<file path="src/common/eap_pkg.sv">
package eap_pkg;
    localparam logic [11:0] ADDR_STATUS_ONE = 12'h000;
    localparam logic [11:0] ADDR_STATUS_TWO = 12'h004;
    localparam logic [11:0] ADDR_DATA_BUF = 12'h008;
    localparam logic [11:0] ADDR_CONTROL = 12'h00c;
    // status one bit positions
    localparam int BIT_TX_EMPTY = 7;
    localparam int BIT_TX_DONE = 6;
    localparam int BIT_RX_FULL = 5;
    localparam int BIT_IDLE = 4;
    localparam int BIT_OVERRUN = 3;
    localparam int BIT_NOISE = 2;
    localparam int BIT_FRAMING = 1;
    localparam int BIT_PARITY = 0;
    // status two bit positions
    localparam int BIT_BREAK = 1;
    localparam int BIT_RX_ACTIVE = 0;
    // control register bit positions (irq enables then modes)
    localparam int CTL_TX_EMPTY_IE = 0;
    localparam int CTL_TX_DONE_IE = 1;
    localparam int CTL_RX_FULL_IE = 2;
    localparam int CTL_IDLE_IE = 3;
    localparam int CTL_OVERRUN_IE = 4;
    localparam int CTL_NOISE_IE = 5;
    localparam int CTL_FRAMING_IE = 6;
    localparam int CTL_PARITY_IE = 7;
    localparam int CTL_NINE_BIT = 8;
    localparam int CTL_RX_ENABLE = 9;
    localparam int CTL_WIDTH = 10;
    localparam logic [7:0] STATUS_ONE_RESET = 8'hc0;
    localparam logic [CTL_WIDTH-1:0] CONTROL_RESET = 10'h000;

    // events from the line-side shift logic
    typedef struct packed {
        logic tx_load;
        logic tx_queued;
        logic tx_busy;
        logic rx_done;
        logic [8:0] rx_char;
        logic idle_seen;
        logic noise;
        logic framing;
        logic parity;
        logic brk;
        logic line_ones;
        logic start_zero;
        logic false_start;
    } eap_line_ev_t;

    typedef struct packed {
        logic tx_irq;
        logic rx_irq;
        logic err_irq;
    } eap_irq_t;
endpackage

</file>
<file path="src/eap_status.sv">
`timescale 1ns/1ps
module eap_status (
    // clock and reset
    input wire logic ref_clk_in,
    input wire logic reset_in,
    // apb slave
    input wire logic psel_in,
    input wire logic penable_in,
    input wire logic pwrite_in,
    input wire logic [11:0] paddr_in,
    input wire logic [31:0] pwdata_in,
    input wire logic [3:0] pstrb_in,
    output logic [31:0] prdata_out,
    output logic pready_out,
    output logic pslverr_out,
    // line-side events
    input wire eap_pkg::eap_line_ev_t line_ev_in,
    // transmit data toward shifter
    output logic [7:0] tx_data_out,
    output logic tx_pending_out,
    // interrupt requests
    output eap_pkg::eap_irq_t irq_out
);
    logic [7:0] st1_r, st1_nxt;
    logic [1:0] st2_r, st2_nxt;
    logic [7:0] rxbuf_r, rxbuf_nxt;
    logic [7:0] txbuf_r, txbuf_nxt;
    logic ninth_r, ninth_nxt;
    logic [eap_pkg::CTL_WIDTH-1:0] ctl_r, ctl_nxt;
    logic [7:0] latch1_r, latch1_nxt;
    logic [1:0] latch2_r, latch2_nxt;
    logic idle_armed_r, idle_armed_nxt;
    logic brk_armed_r, brk_armed_nxt;
    logic txp_r, txp_nxt;
    logic rx_en_d_r;
    logic [31:0] prdata_r, prdata_nxt;
    logic pready_r, pready_nxt;
    logic pslverr_r, pslverr_nxt;
    eap_pkg::eap_irq_t irq_r, irq_nxt;

    logic acc, rd, wr;
    assign acc = psel_in && penable_in && !pready_r;
    assign rd = acc && !pwrite_in;
    assign wr = acc && pwrite_in;

    function automatic logic hit(input logic [11:0] a, input logic [11:0] b);
        return a == b;
    endfunction

    logic rd_s1, rd_s2, rd_db, wr_db, wr_ctl;
    assign rd_s1 = rd && hit(paddr_in, eap_pkg::ADDR_STATUS_ONE);
    assign rd_s2 = rd && hit(paddr_in, eap_pkg::ADDR_STATUS_TWO);
    assign rd_db = rd && hit(paddr_in, eap_pkg::ADDR_DATA_BUF);
    // byte lane 0 carries all data buffer bits
    assign wr_db = wr && hit(paddr_in, eap_pkg::ADDR_DATA_BUF) && pstrb_in[0];
    assign wr_ctl = wr && hit(paddr_in, eap_pkg::ADDR_CONTROL);

    always_comb begin
        logic [7:0] s1;
        logic [1:0] s2;
        logic overrun_ev;
        s1 = st1_r;
        s2 = st2_r;
        latch1_nxt = latch1_r;
        latch2_nxt = latch2_r;
        idle_armed_nxt = idle_armed_r;
        brk_armed_nxt = brk_armed_r;
        rxbuf_nxt = rxbuf_r;
        ninth_nxt = ninth_r;
        txbuf_nxt = txbuf_r;
        txp_nxt = txp_r;
        ctl_nxt = ctl_r;
        overrun_ev = line_ev_in.rx_done && st1_r[eap_pkg::BIT_RX_FULL];
        // clears first so that same-cycle events win
        if (rd_s1) begin
            latch1_nxt = st1_r;
        end
        if (rd_s2) begin
            latch2_nxt = st2_r;
        end
        if (rd_db) begin
            s1[5:0] = st1_r[5:0] & ~latch1_r[5:0];
            s2[eap_pkg::BIT_BREAK] = st2_r[eap_pkg::BIT_BREAK] &
                                      ~latch2_r[eap_pkg::BIT_BREAK];
            if (latch1_r[eap_pkg::BIT_IDLE]) begin
                idle_armed_nxt = 1'b0;
            end
            latch1_nxt[5:0] = 6'h00;
            latch2_nxt[eap_pkg::BIT_BREAK] = 1'b0;
        end
        if (wr_db) begin
            txbuf_nxt = pwdata_in[7:0];
            txp_nxt = 1'b1;
            if (latch1_r[eap_pkg::BIT_TX_EMPTY]) begin
                s1[eap_pkg::BIT_TX_EMPTY] = 1'b0;
            end
            latch1_nxt[eap_pkg::BIT_TX_EMPTY] = 1'b0;
        end
        if (wr_ctl) begin
            ctl_nxt = pwdata_in[eap_pkg::CTL_WIDTH-1:0];
        end
        if (ctl_r[eap_pkg::CTL_RX_ENABLE] && !rx_en_d_r) begin
            idle_armed_nxt = 1'b0;
        end
        // transmit side
        if (line_ev_in.tx_load) begin
            s1[eap_pkg::BIT_TX_EMPTY] = 1'b1;
            txp_nxt = 1'b0;
        end
        if (line_ev_in.tx_queued || line_ev_in.tx_busy) begin
            s1[eap_pkg::BIT_TX_DONE] = 1'b0;
        end else if (s1[eap_pkg::BIT_TX_EMPTY] && !txp_nxt) begin
            s1[eap_pkg::BIT_TX_DONE] = 1'b1;
        end
        // receive side
        if (overrun_ev) begin
            s1[eap_pkg::BIT_OVERRUN] = 1'b1;
        end else if (line_ev_in.rx_done) begin
            rxbuf_nxt = line_ev_in.rx_char[7:0];
            ninth_nxt = ctl_r[eap_pkg::CTL_NINE_BIT] ? line_ev_in.rx_char[8]
                                                     : line_ev_in.rx_char[7];
            if (line_ev_in.brk && ctl_r[eap_pkg::CTL_NINE_BIT]) begin
                ninth_nxt = 1'b0;
            end
            s1[eap_pkg::BIT_RX_FULL] = 1'b1;
            idle_armed_nxt = 1'b1;
            if (line_ev_in.noise) s1[eap_pkg::BIT_NOISE] = 1'b1;
            if (line_ev_in.framing || line_ev_in.brk) begin
                s1[eap_pkg::BIT_FRAMING] = 1'b1;
            end
            if (line_ev_in.parity) s1[eap_pkg::BIT_PARITY] = 1'b1;
            if (line_ev_in.brk && brk_armed_r) begin
                s2[eap_pkg::BIT_BREAK] = 1'b1;
                brk_armed_nxt = 1'b0;
            end
        end
        if (line_ev_in.line_ones && !s2[eap_pkg::BIT_BREAK]) begin
            brk_armed_nxt = 1'b1;
        end
        if (line_ev_in.idle_seen && idle_armed_r) begin
            s1[eap_pkg::BIT_IDLE] = 1'b1;
        end
        if (line_ev_in.start_zero) begin
            s2[eap_pkg::BIT_RX_ACTIVE] = 1'b1;
        end else if (line_ev_in.false_start || line_ev_in.idle_seen || line_ev_in.rx_done) begin
            s2[eap_pkg::BIT_RX_ACTIVE] = 1'b0;
        end
        st1_nxt = s1;
        st2_nxt = s2;
        irq_nxt.tx_irq = (s1[eap_pkg::BIT_TX_EMPTY] && ctl_r[eap_pkg::CTL_TX_EMPTY_IE]) ||
                         (s1[eap_pkg::BIT_TX_DONE] && ctl_r[eap_pkg::CTL_TX_DONE_IE]);
        irq_nxt.rx_irq = (s1[eap_pkg::BIT_RX_FULL] && ctl_r[eap_pkg::CTL_RX_FULL_IE]) ||
                         (s1[eap_pkg::BIT_IDLE] && ctl_r[eap_pkg::CTL_IDLE_IE]);
        irq_nxt.err_irq = (s1[eap_pkg::BIT_OVERRUN] && ctl_r[eap_pkg::CTL_OVERRUN_IE]) ||
                          (s1[eap_pkg::BIT_NOISE] && ctl_r[eap_pkg::CTL_NOISE_IE]) ||
                          (s1[eap_pkg::BIT_FRAMING] && ctl_r[eap_pkg::CTL_FRAMING_IE]) ||
                          (s1[eap_pkg::BIT_PARITY] && ctl_r[eap_pkg::CTL_PARITY_IE]);
    end

    // bus answer: one wait state, unmapped addresses error
    always_comb begin
        prdata_nxt = 32'h0000_0000;
        pready_nxt = acc;
        pslverr_nxt = 1'b0;
        if (rd_s1) prdata_nxt = {24'h00_0000, st1_r};
        else if (rd_s2) prdata_nxt = {30'h0000_0000, st2_r};
        else if (rd_db) prdata_nxt = {24'h00_0000, rxbuf_r};
        else if (rd && hit(paddr_in, eap_pkg::ADDR_CONTROL)) begin
            prdata_nxt = {22'h00_0000, ctl_r};
            prdata_nxt[eap_pkg::CTL_WIDTH] = ninth_r;
        end else if (acc && !wr_ctl && !hit(paddr_in, eap_pkg::ADDR_DATA_BUF)) begin
            pslverr_nxt = 1'b1;
        end
    end

    // data buffers deliberately untouched by reset
    always_ff @(posedge ref_clk_in) begin
        rxbuf_r <= rxbuf_nxt;
        txbuf_r <= txbuf_nxt;
        ninth_r <= ninth_nxt;
    end

    always_ff @(posedge ref_clk_in or posedge reset_in) begin
        if (reset_in) begin
            st1_r <= eap_pkg::STATUS_ONE_RESET;
            st2_r <= 2'h0;
            ctl_r <= eap_pkg::CONTROL_RESET;
            latch1_r <= 8'h00;
            latch2_r <= 2'h0;
            idle_armed_r <= 1'b0;
            brk_armed_r <= 1'b1;
            txp_r <= 1'b0;
            rx_en_d_r <= 1'b0;
            prdata_r <= 32'h0000_0000;
            pready_r <= 1'b0;
            pslverr_r <= 1'b0;
            irq_r <= '0;
        end else begin
            st1_r <= st1_nxt;
            st2_r <= st2_nxt;
            ctl_r <= ctl_nxt;
            latch1_r <= latch1_nxt;
            latch2_r <= latch2_nxt;
            idle_armed_r <= idle_armed_nxt;
            brk_armed_r <= brk_armed_nxt;
            txp_r <= txp_nxt;
            rx_en_d_r <= ctl_r[eap_pkg::CTL_RX_ENABLE];
            prdata_r <= prdata_nxt;
            pready_r <= pready_nxt;
            pslverr_r <= pslverr_nxt;
            irq_r <= irq_nxt;
        end
    end

    assign prdata_out = prdata_r;
    assign pready_out = pready_r;
    assign pslverr_out = pslverr_r;
    assign tx_data_out = txbuf_r;
    assign tx_pending_out = txp_r;
    assign irq_out = irq_r;

    // checks sit after the registers they watch
    // irq checks span two cycles since irq_r lags the enables in ctl_r by one

    a_overrun_keeps_buf: assert property (@(posedge ref_clk_in) disable iff (reset_in)
        (line_ev_in.rx_done && st1_r[eap_pkg::BIT_RX_FULL]) |=>
        (st1_r[eap_pkg::BIT_OVERRUN] && $stable(rxbuf_r)))
        else $error("overrun not flagged or buffer changed");

    a_rx_full_sets: assert property (@(posedge ref_clk_in) disable iff (reset_in)
        (line_ev_in.rx_done && !st1_r[eap_pkg::BIT_RX_FULL]) |=>
        st1_r[eap_pkg::BIT_RX_FULL] && rxbuf_r == $past(line_ev_in.rx_char[7:0]))
        else $error("rx full not set on receive");

    a_tx_empty_sets: assert property (@(posedge ref_clk_in) disable iff (reset_in)
        line_ev_in.tx_load |=> st1_r[eap_pkg::BIT_TX_EMPTY])
        else $error("tx empty not set on load");

    a_tx_empty_clear: assert property (@(posedge ref_clk_in) disable iff (reset_in)
        (wr_db && !latch1_r[eap_pkg::BIT_TX_EMPTY] && st1_r[eap_pkg::BIT_TX_EMPTY]) |=>
        st1_r[eap_pkg::BIT_TX_EMPTY])
        else $error("tx empty cleared without status read");

    a_tx_done_clear: assert property (@(posedge ref_clk_in) disable iff (reset_in)
        line_ev_in.tx_queued |=> !st1_r[eap_pkg::BIT_TX_DONE])
        else $error("tx done not cleared on queue");

    a_overrun_latched: assert property (@(posedge ref_clk_in) disable iff (reset_in)
        (rd_db && !latch1_r[eap_pkg::BIT_OVERRUN] && st1_r[eap_pkg::BIT_OVERRUN]) |=>
        st1_r[eap_pkg::BIT_OVERRUN])
        else $error("overrun cleared without prior status read");

    a_err_irq_gate: assert property (@(posedge ref_clk_in) disable iff (reset_in)
        (st1_r[eap_pkg::BIT_OVERRUN] && ctl_r[eap_pkg::CTL_OVERRUN_IE])[*2] |-> irq_r.err_irq)
        else $error("overrun irq missing");

    a_idle_needs_arm: assert property (@(posedge ref_clk_in) disable iff (reset_in)
        $rose(st1_r[eap_pkg::BIT_IDLE]) |-> $past(idle_armed_r))
        else $error("idle set while unarmed");

    a_break_sets_fe: assert property (@(posedge ref_clk_in) disable iff (reset_in)
        $rose(st2_r[eap_pkg::BIT_BREAK]) |-> st1_r[eap_pkg::BIT_FRAMING])
        else $error("break without framing flag");

    a_rx_active_set: assert property (@(posedge ref_clk_in) disable iff (reset_in)
        line_ev_in.start_zero |=> st2_r[eap_pkg::BIT_RX_ACTIVE])
        else $error("rx active not set");

    a_tx_irq_gate: assert property (@(posedge ref_clk_in) disable iff (reset_in)
        (st1_r[eap_pkg::BIT_TX_EMPTY] && ctl_r[eap_pkg::CTL_TX_EMPTY_IE])[*2] |-> irq_r.tx_irq)
        else $error("tx empty irq missing");

    a_tx_done_irq: assert property (@(posedge ref_clk_in) disable iff (reset_in)
        (st1_r[eap_pkg::BIT_TX_DONE] && ctl_r[eap_pkg::CTL_TX_DONE_IE])[*2] |-> irq_r.tx_irq)
        else $error("tx done irq missing");

    a_rx_full_irq: assert property (@(posedge ref_clk_in) disable iff (reset_in)
        (st1_r[eap_pkg::BIT_RX_FULL] && ctl_r[eap_pkg::CTL_RX_FULL_IE])[*2] |-> irq_r.rx_irq)
        else $error("rx full irq missing");

    a_idle_irq_gate: assert property (@(posedge ref_clk_in) disable iff (reset_in)
        (st1_r[eap_pkg::BIT_IDLE] && ctl_r[eap_pkg::CTL_IDLE_IE])[*2] |-> irq_r.rx_irq)
        else $error("idle irq missing");

    a_noise_irq_gate: assert property (@(posedge ref_clk_in) disable iff (reset_in)
        (st1_r[eap_pkg::BIT_NOISE] && ctl_r[eap_pkg::CTL_NOISE_IE])[*2] |-> irq_r.err_irq)
        else $error("noise irq missing");

    a_framing_irq_gate: assert property (@(posedge ref_clk_in) disable iff (reset_in)
        (st1_r[eap_pkg::BIT_FRAMING] && ctl_r[eap_pkg::CTL_FRAMING_IE])[*2] |-> irq_r.err_irq)
        else $error("framing irq missing");

    a_parity_irq_gate: assert property (@(posedge ref_clk_in) disable iff (reset_in)
        (st1_r[eap_pkg::BIT_PARITY] && ctl_r[eap_pkg::CTL_PARITY_IE])[*2] |-> irq_r.err_irq)
        else $error("parity irq missing");

    a_tx_empty_hold: assert property (@(posedge ref_clk_in) disable iff (reset_in)
        (st1_r[eap_pkg::BIT_TX_EMPTY] && !wr_db) |=> st1_r[eap_pkg::BIT_TX_EMPTY])
        else $error("tx empty cleared without data write");

    a_tx_done_sets: assert property (@(posedge ref_clk_in) disable iff (reset_in)
        (st1_r[eap_pkg::BIT_TX_EMPTY] && !txp_r && !wr_db && !line_ev_in.tx_queued &&
        !line_ev_in.tx_busy) |=> st1_r[eap_pkg::BIT_TX_DONE])
        else $error("tx done not set while idle");

    a_rx_full_hold: assert property (@(posedge ref_clk_in) disable iff (reset_in)
        (st1_r[eap_pkg::BIT_RX_FULL] && !rd_db) |=> st1_r[eap_pkg::BIT_RX_FULL])
        else $error("rx full cleared without data read");

    a_rx_full_clear: assert property (@(posedge ref_clk_in) disable iff (reset_in)
        (rd_db && latch1_r[eap_pkg::BIT_RX_FULL] && !line_ev_in.rx_done) |=>
        !st1_r[eap_pkg::BIT_RX_FULL])
        else $error("rx full not cleared by read pair");

    a_idle_clear: assert property (@(posedge ref_clk_in) disable iff (reset_in)
        (rd_db && latch1_r[eap_pkg::BIT_IDLE] && !line_ev_in.idle_seen) |=>
        !st1_r[eap_pkg::BIT_IDLE])
        else $error("idle not cleared by read pair");

    a_overrun_clear: assert property (@(posedge ref_clk_in) disable iff (reset_in)
        (rd_db && latch1_r[eap_pkg::BIT_OVERRUN] && !line_ev_in.rx_done) |=>
        !st1_r[eap_pkg::BIT_OVERRUN])
        else $error("overrun not cleared by read pair");

    a_noise_clear: assert property (@(posedge ref_clk_in) disable iff (reset_in)
        (rd_db && latch1_r[eap_pkg::BIT_NOISE] && !line_ev_in.rx_done) |=>
        !st1_r[eap_pkg::BIT_NOISE])
        else $error("noise not cleared by read pair");

    a_framing_clear: assert property (@(posedge ref_clk_in) disable iff (reset_in)
        (rd_db && latch1_r[eap_pkg::BIT_FRAMING] && !line_ev_in.rx_done) |=>
        !st1_r[eap_pkg::BIT_FRAMING])
        else $error("framing not cleared by read pair");

    a_parity_clear: assert property (@(posedge ref_clk_in) disable iff (reset_in)
        (rd_db && latch1_r[eap_pkg::BIT_PARITY] && !line_ev_in.rx_done) |=>
        !st1_r[eap_pkg::BIT_PARITY])
        else $error("parity not cleared by read pair");

    a_break_rx_full: assert property (@(posedge ref_clk_in) disable iff (reset_in)
        $rose(st2_r[eap_pkg::BIT_BREAK]) |-> st1_r[eap_pkg::BIT_RX_FULL])
        else $error("break without rx full");

    a_break_clear: assert property (@(posedge ref_clk_in) disable iff (reset_in)
        (rd_db && latch2_r[eap_pkg::BIT_BREAK] && !line_ev_in.rx_done) |=>
        !st2_r[eap_pkg::BIT_BREAK])
        else $error("break not cleared by read pair");

    a_break_rearm: assert property (@(posedge ref_clk_in) disable iff (reset_in)
        $rose(st2_r[eap_pkg::BIT_BREAK]) |-> $past(brk_armed_r))
        else $error("break set without rearm");

    a_rx_active_clear: assert property (@(posedge ref_clk_in) disable iff (reset_in)
        (line_ev_in.false_start && !line_ev_in.start_zero) |=> !st2_r[eap_pkg::BIT_RX_ACTIVE])
        else $error("rx active not cleared on false start");

    a_ninth_copy: assert property (@(posedge ref_clk_in) disable iff (reset_in)
        (line_ev_in.rx_done && !st1_r[eap_pkg::BIT_RX_FULL] && !ctl_r[eap_pkg::CTL_NINE_BIT]) |=>
        ninth_r == $past(line_ev_in.rx_char[7]))
        else $error("ninth bit not copied from bit seven");

    a_latch_status: assert property (@(posedge ref_clk_in) disable iff (reset_in)
        rd_s1 |=> latch1_r == $past(st1_r))
        else $error("status one not latched on read");

    a_tx_load_done: assert property (@(posedge ref_clk_in) disable iff (reset_in)
        (line_ev_in.tx_load && !wr_db) |=> !tx_pending_out)
        else $error("tx pending kept after load");

    a_tx_buf_write: assert property (@(posedge ref_clk_in) disable iff (reset_in)
        wr_db |=> tx_data_out == $past(pwdata_in[7:0]))
        else $error("data write not captured");

    a_pready_pulse: assert property (@(posedge ref_clk_in) disable iff (reset_in)
        pready_r |=> !pready_r)
        else $error("pready longer than one cycle");
endmodule

</file>
<file path="config.mk">
export PLATFORM = sky130hd
export DESIGN_NAME = eap_status
export DESIGN_NICKNAME = d
export VERILOG_FILES = /design/src/common/eap_pkg.sv /design/src/eap_status.sv
export SDC_FILE = /design/constraint.sdc
export NUM_CORES = 1
export LEC_CHECK = 0
export ABC_AREA = 0
export BUFFER_PORTS_ARGS = -buffer_cell sky130_fd_sc_hd__buf_2
export CAP_MARGIN = 20
export CORE_ASPECT_RATIO = 1.4
export CORE_MARGIN = 2
export CORE_UTILIZATION = 30
export CTS_CLUSTER_DIAMETER = 30
export CTS_CLUSTER_SIZE = 10
export DETAILED_ROUTE_END_ITERATION = 8
export HOLD_SLACK_MARGIN = 0.05
export SYNTH_ARGS = -nofsm -noshare
export SYNTH_HDL_FRONTEND = slang
export SYNTH_SLANG_ARGS = --single-unit
</file>
<file path="constraint.sdc">
create_clock -name ref_clk_in -period 2.45 [get_ports ref_clk_in]
set_input_delay 0 -clock ref_clk_in [delete_from_list [all_inputs] [get_ports ref_clk_in]]
set_output_delay 0 -clock ref_clk_in [all_outputs]
set_load 0.02 [all_outputs]
</file>
==> flow_summary.yaml <==
cells_and_area:
  highest_count_cells_in_the_layout_ignoring_fill_and_taps: "73 x buf_2, 45 x dfrtp_1, 38 x dlygate4sd3_1, 21 x conb_1, 17 x edfxtp_1"
  antenna_cells: 0
  final_common_cell: "buf_2"
  num-nets-final: 412
  layout-area-overhead-vs-synth_pct: 40.3
  post_route_cells_drive_above_1_share_pct: 34.7
sta:
  clock.fmax_ghz: 0.435
  finalSetupViolCount: 0
  fin_hold_ws_ns: 0.0700
  post-route-worst-setup-slack_ns: 0.149
  fin_setup_tns_ns: 0
  period_share_pct: 93.9
  worst-slew-pin-transition_ns: 0.721
  finalMaxSlewViolations: 0
  final_number_of_hold_violating_endpoints: 0
  setup_skew_ns: 0.00435
  final_period_minus_worst_setup_slack_ns: 2.30
  max_slew_margin_pct: 51.9
clock_tree:
  cts_root_buf: "clkbuf_16"
  num_cts_buffers: 9
  clock_insertion_delay_worst_skew_ns: 0.33
  tritoncts_clock_tree: "done"
  clkSinkCount: 65
  ctsLongestPathBuffers: 2
  htreeDepth: 3
  clkTransAtPathRegs_ns: 0.05
worst_setup_path:
  rr_worst_depth: 6
  cp.required_ns: 2.72
  crit_family: "buffers and inverters"
  timing_worst_setup_path_type: "in -> reg"
  critical_path_cell_count: 8
  cp_slowest_cell: "dlygate4sd3_1"
  r2r_end: "brk_armed_r"
  rr_startpoint: "pready_out"
  ff2ff_setup_slack_ns: 0.24
  worst_setup_path_end_kind: "flop"
  critical_path.cell_chain: "dlygate4sd3_1 > buf_2 > nor4b_2 > and4_2 > buf_4 > a21boi_0 > o21ai_0 > dlygate4sd3_1"
  cp_num_buf_inv: 4
  critical-path-top-cell-by-count: "dlygate4sd3_1"
  cp_data_arrival_time_ns: 2.57
  worst_path_fanout_max: 13
  start_kind: "primary input"
  timing.critical_path.slowest_cell_delay_ns: 0.57
die:
  num_io_pins: 120
  core_box_area_um2: 8980
  initial_core_util_pct: 30.9
  die_span_in_y_um: 118
  fp-row-count: 41
  fp.dieArea_um2: 10000
  floorplan.die.width_um: 85.2
status:
  outcome: "completed"
power:
  power.switching_fraction_pct: 20.6
  power.leakage_nw: 1.87
  clock_power_share_pct: 48.0
  powerDensity_nw_per_um2: 657
  power.ir.vdd_worst_mv: 0.349
  pwr-share-seq_pct: 44.8
  internal-power_mw: 2.03
  combinational_cell_fraction_of_total_power_pct: 7.2
  switching_power_mw: 0.528
worst_hold_path:
  hp-class: "in -> reg"
  holdPathStages: 3
  worst_hold_startpoint: "paddr_in[3]"
  hold_path_end: "pslverr_out"
route:
  drc: 0
  viasPerCell: 4.44
  drtAntennaViolNets: 0
  drt-wirelength-per-cell_um: 13.8
  dr.pass1.iters: 4
  finalWirelength_mm: 6.19
  num_vias: 1998
  drt_first_iter_violations: 118
global_route:
  grt_pass1_wl_mm: 9.84
  grt_use_total_pct: 12.9
  grt_start_max_net_pins: 36
  grt_pass1_vias: 2030
  grt_antenna_before_repair: 0
  grt_overflow_total: 0
synthesis:
  number_of_warnings_reported_in_the_yosys_synthesis_log: 0
  synthesis.area_per_instance_um2: 13.0
  synth.ff_latch_count: 65
  post_synth_instance_area_um2: 2770
  async_flop_share_pct: 73.8
  synthFlopType: "dfrtp_1"
  synth_sequential_area_ratio_pct: 61.9
  cells_after_synthesis: 214
  synth_enable_flop_cells: 17
  ys_types: 41
placement:
  pre_cts_ws_ns: 0.473
  gpl.final_weighted_congestion: 0.759
  port_buffers: 73
  hpwlAfterDp_mm: 4.34
flow_run:
  maxCapViolCount: 0
## kinds of logic (layout without fill, tap and decap cells)
logic type             after synthesis  after routing  share of synthesized area [%]
DFF                                 65             65                           61.9
and+or+nand+nor                     59             59                           13.2
AOI/OAI and AO/OA                   31             31                           8.53
muxes                               19             19                           7.31
other                                1             21                          0.135
buffers and inverters               39            148                           8.94
## worst min-delay path: cells and delay by family
family	cells	cell delay (ns)
AO/OA/AOI/OAI	1	0.08
AND/OR/NAND/NOR	1	0.11
buffers and inverters	1	0.15
## power by group through the flow
stage / clock (mW) / combinational (mW) / sequential [mW]
after floorplan: 0 / 0.0991 / 1.16
after global placement: 0 / 0.134 / 1.16
after detailed placement: 0 / 0.137 / 1.16
after CTS: 1.25 / 0.185 / 1.14
after global routing: 1.29 / 0.203 / 1.15
final: 1.23 / 0.184 / 1.14
## cell usage after synthesis (2+ instances only)
cell,instances,area [um2]
dfrtp_1,45,1130
buf_4,22,165
edfxtp_1,17,510
nand2_1,14,52.6
nor2_1,12,45.0
inv_1,10,37.5
mux2_2,10,113
mux2i_1,9,90.1
o21ai_0,7,35.0
a222oi_1,6,60.1
a22o_1,5,43.8
nand2b_1,5,31.3
nand3_1,5,25.0
a21oi_1,3,15.0
and2_1,3,18.8
buf_2,3,15.0
dfstp_2,3,78.8
nor3_1,3,15.0
nor4_4,3,63.8
a21boi_0,2,15.0
a31o_2,2,17.5
buf_6,2,22.5
clkbuf_1,2,7.51
nand3b_1,2,15.0
nor2b_1,2,12.5
or3_1,2,12.5
## per-stage QoR
| stage | std cells | utilization (%) | total power, mW | cell area, um2 |
|---|---|---|---|---|
| detailed placement | 396 | 35.8 | 1.30 | 3220 |
| global route | 450 | 43.3 | 2.63 | 3890 |
| CTS | 450 | 43.3 | 2.58 | 3890 |
| global placement | 396 | 35.8 | 1.30 | 3220 |
| floorplan | 234 | - | 1.26 | 2850 |
| finish | 450 | 43.3 | 2.56 | 3890 |
## registers in the layout (all words and copies together), names as in the netlist, 2 cells and up
register,count
ctl_r,10
irq_out,3
latch1_r,7
prdata_out,11
rxbuf_r,8
st1_r,8
st2_r,2
tx_data_out,8
## per-layer routing
metal | vias to the layer above | wire length (um) | GRT usage, %
met1 | 969 | 2380 | 13.9
met2 | 52 | 3380 | 22.5
met5 | - | 0 | 0
met4 | 0 | 132 | 6.85
met3 | 10 | 296 | 3.72
li1 | 967 | - | -
## worst max-delay path by stage
| stage | start | to | slack [ns] |
|---|---|---|---|
| after CTS | paddr_in[2] | brk_armed_r | 0.004 |
| final | paddr_in[2] | brk_armed_r | 0.15 |
| after global placement | pready_out | irq_out[0] | 0.53 |
| after floorplan | pready_out | irq_out[2] | 0.49 |
| after detailed placement | pready_out | irq_out[0] | 0.47 |
| after global routing | paddr_in[2] | brk_armed_r | -0.0008 |
## cell type report
cell class	count	area (um2)
inverters	10	37.5
flip-flops and latches	65	1720
clock inverters	4	42.5
repair buffers	122	828
clock buffers	12	246
fillers	838	5090
multi-input cells	130	885
well taps	107	134
## repair_timing
action / 4_1_cts / 5_1_grt
gates resized for setup: 0 / 1
endpoints found under the hold margin: 73 / 0
hold buffers: 38 / 0
endpoints found under the setup margin: 0 / 1
setup buffers: 0 / 0
No activity file was read; power rests on OpenSTA's default activity.
